### config.mk
export PLATFORM = sky130hd
export DESIGN_NAME = stl_share_logger
export DESIGN_NICKNAME = d
export VERILOG_FILES = /design/src/rtl/stl_sync3.v /design/src/rtl/stl_share_logger.v
export VERILOG_INCLUDE_DIRS = /design/src /design/src/pkg
export SDC_FILE = /design/constraint.sdc
export NUM_CORES = 2
export LEC_CHECK = 0
export ABC_AREA = 1
export BUFFER_PORTS_ARGS = -buffer_cell sky130_fd_sc_hd__buf_2
export CORE_AREA = 8 8 379 381
export CTS_BUF_LIST = sky130_fd_sc_hd__clkbuf_16
export CTS_CLUSTER_DIAMETER = 40
export DETAILED_ROUTE_END_ITERATION = 10
export DIE_AREA = 0 0 387 389
export SETUP_SLACK_MARGIN = 0.02
export SLEW_MARGIN = 5
export SYNTH_ARGS = -nofsm -noshare
export SYNTH_HDL_FRONTEND = slang
export SYNTH_HIERARCHICAL = 1
export SYNTH_SLANG_ARGS = --single-unit
### constraint.sdc
create_clock -name CLK_IN -period 57.9 [get_ports CLK_IN]
set_clock_uncertainty 0.2 [all_clocks]
set_input_delay 0 -clock CLK_IN [delete_from_list [all_inputs] [get_ports CLK_IN]]
set_output_delay 0 -clock CLK_IN [all_outputs]
set_load 0.01 [all_outputs]
### src/pkg/stl_defines.vh
// Constants for the share trim and start-up logger block.
// Assumes one 100 MHz clock; included by bare name.
`ifndef STL_DEFINES_VH
`define STL_DEFINES_VH
`define STL_CMD_SHARE      8'hda
`define STL_CMD_RAMP       8'hdb
`define STL_CMD_TSEL       8'hdc
`define STL_CMD_VINOFS     8'hdd
`define STL_CMD_TRIMMON    8'hde
`define STL_CMD_STATUS     8'hdf
`define STL_SH_LIMIT_LSB   24
`define STL_SH_POS_LSB     8
`define STL_SH_NEG_LSB     0
`define STL_SH_EN_BIT      56
`define STL_SH_RESET       64'h0000_0000_0000_0000
`define STL_TSEL_RESET     8'h00
`define STL_RAMP_SAMPLES   15
`define STL_STAT_WORDS     16
`define STL_STAT_PERIOD_S  8
`define STL_CLK_HZ         100000000
`define STL_STAT_CYCLES    (`STL_STAT_PERIOD_S * `STL_CLK_HZ)
`define STL_TRIM_STEP_CYC  1000
`endif

### src/rtl/stl_sync3.v
// Three-stage synchroniser with agreement filter for one level.
// Assumes the input is asynchronous to clk_in.
`timescale 1ns/1ns
module stl_sync3 (
    input  wire clk_in,
    input  wire rst_in,
    input  wire d_in,
    output reg  q_out
);
    reg s1;
    reg s2;
    reg s3;
    // First stage feeds only the second; change accepted when 2 and 3 agree
    always @(posedge clk_in or posedge rst_in) begin
        if (rst_in) begin
            s1    <= 1'b0;
            s2    <= 1'b0;
            s3    <= 1'b0;
            q_out <= 1'b0;
        end else begin
            s1 <= d_in;
            s2 <= s1;
            s3 <= s2;
            if (s2 == s3)
                q_out <= s3;
        end
    end
endmodule // stl_sync3

### src/rtl/stl_share_logger.v
// Share trim controller plus start-up ramp and status recorders,
// with a command-coded register port for the management link transport.
// Assumes the transport presents one command at a time and sample inputs are on CLK_IN.
// Assumes the transport decodes block lengths itself; this port always shows all 256 bits.
// The CTRL pin is the only input from outside the clock domain and is synchronised here.
// Functional notes
// - Trim steps never carry the magnitude past the limit byte, 1.7 mV per count.
// - Current above positive threshold steps trim upward.
// - Current below negative threshold steps trim downward.
// - Between thresholds the trim holds unchanged.
// - Enable bit 56 gates all share trimming.
// - Record 15 Vin/Vout pairs during ramp at ramp-time-scaled interval.
// - Store snapshot count plus one just before ramp starts.
// - Only the first ramp per power cycle is recorded.
// - Ramp record cleared after a successful ramp up.
// - Ramp read: counter low 16 bits, then Vin n, Vout n byte pairs.
// - Sensor select bit 0 picks internal (0) or external (1) sensor.
// - Vin offset read: on offset high half, off offset low half.
// - After ramp, one status word every 8 s, 16 words.
// - Status read: word n in bits 16n+15 down to 16n.
`timescale 1ns/1ns
`include "stl_defines.vh"
module stl_share_logger #(
    parameter [31:0] STAT_CYCLES  = `STL_STAT_CYCLES,
    parameter [31:0] TRIM_STEP    = `STL_TRIM_STEP_CYC,
    parameter        NSAMP        = `STL_RAMP_SAMPLES,
    parameter        NSTAT        = `STL_STAT_WORDS
) (
    input  wire         CLK_IN,
    input  wire         RST_IN,
    input  wire [7:0]   CMD_CODE_IN,
    input  wire         CMD_WR_IN,
    input  wire [63:0]  CMD_WDATA_IN,
    output reg  [255:0] CMD_RDATA_OUT,
    output wire         CMD_HIT_OUT,
    input  wire [7:0]   IOUT_IN,
    input  wire [7:0]   VIN_SAMPLE_IN,
    input  wire [7:0]   VOUT_SAMPLE_IN,
    input  wire [15:0]  STATUS_WORD_IN,
    input  wire [15:0]  SNAP_CYCLES_IN,
    input  wire [15:0]  VIN_OFS_ON_IN,
    input  wire [15:0]  VIN_OFS_OFF_IN,
    input  wire [31:0]  RAMP_TIME_CYC_IN,
    input  wire         RAMP_START_IN,
    input  wire         RAMP_DONE_IN,
    input  wire         CTRL_PIN_IN,
    output reg  [15:0]  VOUT_TRIM_OUT,
    output reg          TEMP_EXT_SEL_OUT,
    output reg          SHARE_ACTIVE_OUT
);
    // Recorder phases, one-hot; the sequence only ever moves forward
    // until the next reset, which is how one power cycle is modelled.
    localparam ST_IDLE = 4'b0001;
    localparam ST_RAMP = 4'b0010;
    localparam ST_STAT = 4'b0100;
    localparam ST_DONE = 4'b1000;

    // Threshold block copy and the two record images
    reg  [63:0]  share_thr;
    reg  [255:0] ramp_rec;
    wire [255:0] stat_rec;
    reg  [15:0]  stat_slot [0:NSTAT-1];
    // Sequencer and its pacing counters
    reg  [3:0]   state;
    reg  [3:0]   next_state;
    reg  [31:0]  tick;
    reg  [31:0]  ramp_iv;
    reg  [3:0]   idx;
    // Share trim state and its next values
    reg  [31:0]  step_cnt;
    reg  signed [15:0] trim;
    reg  signed [15:0] next_trim;
    reg          next_active;
    reg          ramp_seen;
    wire         ctrl_sync;
    wire [7:0]   lim   = share_thr[`STL_SH_LIMIT_LSB+7:`STL_SH_LIMIT_LSB];
    wire [7:0]   pos_t = share_thr[`STL_SH_POS_LSB+7:`STL_SH_POS_LSB];
    wire [7:0]   neg_t = share_thr[`STL_SH_NEG_LSB+7:`STL_SH_NEG_LSB];
    wire         sh_en = share_thr[`STL_SH_EN_BIT];
    wire signed [15:0] lim_s = {8'h00, lim};
    // Step pacing and threshold compares for the trim path; both thresholds
    // are strict, so a current exactly on a threshold counts as inside the band
    wire         step_due = (step_cnt >= TRIM_STEP - 32'h1);
    wire         cur_high = (IOUT_IN > pos_t);
    wire         cur_low  = (IOUT_IN < neg_t);
    // A status slot is due when the capture period expires in the status phase
    wire         stat_take = (state == ST_STAT) && (tick >= STAT_CYCLES - 32'h1);

    // Command decode used for both hit flag and write steering;
    // the group's codes are contiguous, so a range compare is enough
    function known_cmd;
        input [7:0] c;
        begin
            known_cmd = (c >= `STL_CMD_SHARE) && (c <= `STL_CMD_STATUS);
        end
    endfunction

    assign CMD_HIT_OUT = known_cmd(CMD_CODE_IN);

    // CTRL pin enters from outside the clock domain; a glitch shorter
    // than one clock never reaches the trim output
    stl_sync3 u_ctrl_sync (
        .clk_in (CLK_IN),
        .rst_in (RST_IN),
        .d_in   (CTRL_PIN_IN),
        .q_out  (ctrl_sync)
    );

    // Writable registers; read-only commands ignore writes.
    // Codes outside the group are filtered first, so a stray write is dropped.
    always @(posedge CLK_IN or posedge RST_IN) begin
        if (RST_IN) begin
            share_thr        <= `STL_SH_RESET;
            TEMP_EXT_SEL_OUT <= 1'b0;
        end else if (CMD_WR_IN && known_cmd(CMD_CODE_IN)) begin
            if (CMD_CODE_IN == `STL_CMD_SHARE)
                share_thr <= CMD_WDATA_IN;
            if (CMD_CODE_IN == `STL_CMD_TSEL)
                TEMP_EXT_SEL_OUT <= CMD_WDATA_IN[0];
        end
    end

    // Next trim value: one count toward the side the current points to.
    // The clamp sits in the same path, so a limit lowered while the trim
    // stands above it pulls the trim back only at a step with current above the positive threshold.
    always @* begin
        next_trim   = trim;
        next_active = SHARE_ACTIVE_OUT;
        if (cur_high) begin
            next_active = 1'b1;
            if (trim < lim_s)
                next_trim = trim + 16'sh0001;
            else
                next_trim = lim_s;
        end else if (cur_low) begin
            next_active = 1'b1;
            if (trim > -lim_s)
                next_trim = trim - 16'sh0001;
            else
                next_trim = -lim_s;
        end else begin
            next_active = 1'b0;
        end
    end

    // Share trim register: step rate limited so the outer voltage loop can settle.
    // Turning sharing off drops the trim at once rather than walking it back.
    always @(posedge CLK_IN or posedge RST_IN) begin
        if (RST_IN) begin
            trim             <= 16'sh0000;
            step_cnt         <= 32'h0000_0000;
            SHARE_ACTIVE_OUT <= 1'b0;
        end else if (!sh_en) begin
            trim             <= 16'sh0000;
            step_cnt         <= 32'h0000_0000;
            SHARE_ACTIVE_OUT <= 1'b0;
        end else if (!step_due) begin
            step_cnt <= step_cnt + 32'h1;
        end else begin
            step_cnt         <= 32'h0000_0000;
            trim             <= next_trim;
            SHARE_ACTIVE_OUT <= next_active;
        end
    end

    // Applied trim; the CTRL pin low forces no trim since output is off.
    // The trim register itself keeps running, so turning back on
    // resumes at the balanced value instead of starting from zero.
    always @(posedge CLK_IN or posedge RST_IN) begin
        if (RST_IN)
            VOUT_TRIM_OUT <= 16'h0000;
        else
            VOUT_TRIM_OUT <= ctrl_sync ? trim : 16'h0000;
    end

    // Recorder sequencing: idle until the first ramp, then ramp capture,
    // then the status window, then parked until reset
    always @* begin
        next_state = state;
        case (state)
            ST_IDLE: begin
                if (RAMP_START_IN && !ramp_seen)
                    next_state = ST_RAMP;
            end
            ST_RAMP: begin
                if (RAMP_DONE_IN)
                    next_state = ST_STAT;
            end
            ST_STAT: begin
                // Leave on the same edge that writes the last slot
                if (stat_take && idx == NSTAT - 1)
                    next_state = ST_DONE;
            end
            ST_DONE: next_state = ST_DONE;
            default: next_state = ST_IDLE;
        endcase
    end

    // Recorders; ramp interval is the ramp time spread over the sample count.
    // The interval is rounded up by one, so the last sample lands between one
    // and the sample count in cycles after the ramp time has passed.
    always @(posedge CLK_IN or posedge RST_IN) begin
        if (RST_IN) begin
            state     <= ST_IDLE;
            ramp_rec  <= 256'h0;
            tick      <= 32'h0000_0000;
            ramp_iv   <= 32'h0000_0001;
            idx       <= 4'h0;
            ramp_seen <= 1'b0;
        end else begin
            state <= next_state;
            case (state)
                ST_IDLE: begin
                    // Counter and interval are latched before the first sample
                    if (RAMP_START_IN && !ramp_seen) begin
                        ramp_seen      <= 1'b1;
                        ramp_rec       <= 256'h0;
                        ramp_rec[15:0] <= SNAP_CYCLES_IN + 16'h0001;
                        ramp_iv        <= (RAMP_TIME_CYC_IN / NSAMP) + 32'h1;
                        tick           <= 32'h0000_0000;
                        idx            <= 4'h0;
                    end
                end
                ST_RAMP: begin
                    if (RAMP_DONE_IN) begin
                        ramp_rec <= 256'h0;
                        tick     <= 32'h0000_0000;
                        idx      <= 4'h0;
                    end else if (tick >= ramp_iv - 32'h1) begin
                        tick <= 32'h0000_0000;
                        if (idx < NSAMP) begin
                            ramp_rec[16*idx+16 +: 8] <= VIN_SAMPLE_IN;
                            ramp_rec[16*idx+24 +: 8] <= VOUT_SAMPLE_IN;
                            idx <= idx + 4'h1;
                        end
                    end else begin
                        tick <= tick + 32'h1;
                    end
                end
                ST_STAT: begin
                    // The slot write itself sits in the status slot registers
                    if (stat_take) begin
                        tick <= 32'h0000_0000;
                        idx  <= idx + 4'h1;
                    end else begin
                        tick <= tick + 32'h1;
                    end
                end
                default: begin
                    tick <= 32'h0000_0000;
                end
            endcase
        end
    end

    // Status slots: one register per word, written only at its own instant.
    // Slots not yet reached keep their reset zero, so a read during the
    // capture window shows how far the recording has come.
    genvar gw;
    generate
        for (gw = 0; gw < NSTAT; gw = gw + 1) begin : g_stat
            always @(posedge CLK_IN or posedge RST_IN) begin
                if (RST_IN)
                    stat_slot[gw] <= 16'h0000;
                else if (stat_take && idx == gw)
                    stat_slot[gw] <= STATUS_WORD_IN;
            end
            assign stat_rec[16*gw +: 16] = stat_slot[gw];
        end
    endgenerate

    // Registered read answer for the addressed command.
    // The answer follows the code with one cycle of latency; a block read
    // is a snapshot of one cycle, so a capture cannot tear a word in half.
    always @(posedge CLK_IN or posedge RST_IN) begin
        if (RST_IN)
            CMD_RDATA_OUT <= 256'h0;
        else begin
            case (CMD_CODE_IN)
                `STL_CMD_SHARE:   CMD_RDATA_OUT <= {192'h0, share_thr};
                `STL_CMD_RAMP:    CMD_RDATA_OUT <= ramp_rec;
                `STL_CMD_TSEL:    CMD_RDATA_OUT <= {255'h0, TEMP_EXT_SEL_OUT};
                `STL_CMD_VINOFS:  CMD_RDATA_OUT <= {224'h0, VIN_OFS_ON_IN, VIN_OFS_OFF_IN};
                `STL_CMD_TRIMMON: CMD_RDATA_OUT <= {240'h0, VOUT_TRIM_OUT};
                `STL_CMD_STATUS:  CMD_RDATA_OUT <= stat_rec;
                default:          CMD_RDATA_OUT <= 256'h0;
            endcase
        end
    end
endmodule // stl_share_logger

==> reports/qor.yml <==
regArea_sq_um: 24350
slowest_stage: "dlygate4sd3_1"
met2_usage_pct: 33.93
cp_data_arrival_time_ns: 23.80
cpPeakStageDelay_ns: 0.63
num_rows: 137
clockBufferDepth: 3
die_y_microns: 389
routed-via-count: 41290
avgRoutedWirePerCell_microns: 21.70
hpwl_mm: 119.1
io_pins: 473
synthCells: 5093
crit_path_start_kind: "input port"
synth_warnings: 6
timing.fmax_mhz: 42.82
timing.final.crit_period_ns: 23.35
antenna_found_initial: 19
grt_pass1_wl_mm: 260.1
final_area_sq_um: 59710
fillers: 13230
ant_nets: 0
multiInputGateArea_sq_um: 17690
first_pass_iters: 5
drive_gt1_share_pct: 16.80
first_iter_violations: 3971
clk_latency_ns: 0.80
maxSlewHeadroom_pct: 20.95
grt_use_met1_pct: 30.43
initial_core_util_pct: 32.70
cts_tree: "yes"
cts_max_level: 4
outcome: "completed"
dieArea_sq_um: 150500
async_flop_share_pct: 100.0
cts.sinks: 973
fin_crit_sh_pct: 40.34
grt.total_usage_pct: 22.41
met3_usage_pct: 5.197
hold_class: "input port to register"
cts_inserted_buffers: 152
drc_errors: 0
avgViaCountPerCell: 5.167
slew_violations: 0
synth-edff-count: 0
postPlaceCellArea_sq_um: 49460
worst-path-max-fanout: 8
endpoint_kind: "register"
dpl_worst_slack_ns: 43.93
path_class: "input port to register"
syn_avg_cell_area_sq_um: 8.860
grt_overflow: 0
rsz0062_at_grt: "false"
final_nets: 6329
routed_wl_mm: 173.4
clk_pin_slew_worst_paths_ns: 0.06
setup_ws_ns: 34.55
die_w_microns: 387
grt_busiest_layer: "met2"
grt_max_degree: 180
cts_root_buf: "clkbuf_16"
synth.distinct_cells: 70
critical_path_required_ns: 58.35
drv_cap: 0
synth_ff_type: "dfrtp_1"
coreArea_sq_um: 138000
ctsResizeCount: 0
area_delta_synth_final_pct: 32.32
grt_pass1_vias: 40840
ys_seq_area_share_pct: 53.96
mappedNetlistArea_sq_um: 45130
crit_path_frequent_cell: "nand2_2"
worst_pin_slew_ns: 1.183
yosys_register_bits: 973
final.setup.tns_ns: 0
numPortBuffers: 472
place.gp.congestion: 0.9587
setup_violations: 0
hold_violations: 0
-- flip-flops by register name, indices dropped and copies added (netlist names), 4 cells and up --
signal,count
share_thr,64
ramp_iv,30
tick,32
CMD_RDATA_OUT,256
step_cnt,32
stat_rec,256
VOUT_TRIM_OUT,16
idx,4
state,4
trim,16
ramp_rec,256
-- cell families (layout without fill, tap and decap cells) --
group | Yosys count | after routing | synth area share (%)
xor+xnor | 73 | 73 | 1.417
flops | 973 | 973 | 53.96
simple gates | 1967 | 1967 | 19.81
buf+inv | 855 | 1914 | 7.192
mux | 40 | 40 | 0.9982
other cells | 1 | 32 | 0.008310
fa+ha+maj | 88 | 88 | 2.440
compound gates | 1096 | 1096 | 14.17
-- per-layer routing --
metal,vias up,share of wire [%]
li1,19010,-
met2,1764,44
met3,343,7.9
met1,20170,43
met4,0,4.9
met5,-,0
-- cell usage after synthesis (all sizes together) (2+ instances only) --
library cell,number,area share [%]
xnor2,5,0.097
nand3b,5,0.091
dfrtp,971,54
o221ai,19,0.37
a21oi,97,1.1
a31oi,12,0.17
nor2,254,2.4
nor3b,4,0.078
o31ai,5,0.083
nor3,84,0.93
dfstp,2,0.12
o21ai,609,6.8
o21bai,12,0.43
clkbuf,196,1.6
o22ai,242,3.4
nor4,21,0.30
o2111ai,17,0.33
nand3,461,5.4
dlygate4sd3,2,0.044
ha,88,2.4
a32o,11,0.24
o21a,5,0.083
a2111oi,2,0.039
inv,615,5.1
and2,3,0.044
a221oi,2,0.039
clkinv,8,0.067
xor2,68,1.3
a211oi,7,0.12
nand2,1065,9.6
or2,7,0.097
a311oi,2,0.039
buf,34,0.34
o32ai,8,0.16
a21o,4,0.067
mux2,40,1.0
nand4,62,0.87
o211ai,35,0.58
-- path summary, 6_finish.rpt --
kind / slack [ns] / from / cells past startpoint / end
setup / recovery: 34.55 / RAMP_TIME_CYC_IN[31] / 148 / ramp_iv[24]
hold / removal: 0.12 / CMD_CODE_IN[2] / 9 / CMD_RDATA_OUT[57]
setup reg to reg: 51.45 / ramp_iv[0] / 26 / ramp_rec[19]
hold reg to reg: 0.15 / u_ctrl_sync/s1 / 0 / u_ctrl_sync/s2
max in group asynchronous: 53.16 / RST_IN / 8 / ramp_rec[225]
min in group asynchronous: 0.13 / RST_IN / 4 / u_ctrl_sync/s3
-- worst max-delay path: cells and delay by family --
kind,cells,cell delay [ns]
buffers and inverters,25,11.42
AND/OR/NAND/NOR,110,10.31
AO/OA/AOI/OAI,11,1.64
adder cells (fa/ha/maj),2,0.39
-- per-stage QoR --
step,hold WS (ns),cells,utilization (%)
6_report,0.1240,7990,43.27
5_1_grt,0.1223,7986,43.26
4_1_cts,0.03453,7980,43.25
3_5_place_dp,-0.2544,7219,35.85
3_3_place_gp,-0.2593,7219,35.85
2_1_floorplan,-0.4339,5114,-
-- timing repair --
| item | 4_1_cts | 5_1_grt |
|---|---|---|
| hold buffers | 477 | 0 |
| buffers inserted | 0 | 0 |
| endpoints found under the hold margin | 923 | 0 |
-- layout by cell type, fill, tap and decap left out, types with 22 or more instances in the layout --
master           n
nand4_1         61
bufinv_16       23
o21ai_1         39
conb_1          22
o22ai_1        242
o21ai_0        561
xor2_1          68
clkbuf_16      155
nand2_1        967
ha_1            88
nor2_2          25
dfrtp_1        971
nor2_1         217
buf_2          472
mux2_2          40
nand3_1        440
dlygate4sd3_1  477
a21oi_1         95
nand2_2         80
inv_1          609
buf_4           56
o211ai_1        35
clkinv_1        27
nor3_1          83
-- final cells by class --
| class | instances | area share [%] |
|---|---|---|
| Timing Repair Buffer | 1007 | 12.72 |
| Clock inverter | 129 | 2.613 |
| Multi-Input combinational cell | 3286 | 29.63 |
| Antenna cell | 10 | 0.04191 |
| Sequential cell | 973 | 40.78 |
| Clock buffer | 155 | 6.496 |
| Inverter | 623 | 3.929 |
| Tap cell | 1807 | 3.787 |
Power is left out: the tool's default activity adds up to more than one toggle a clock period on the data nets, which glitch-free logic cannot reach.
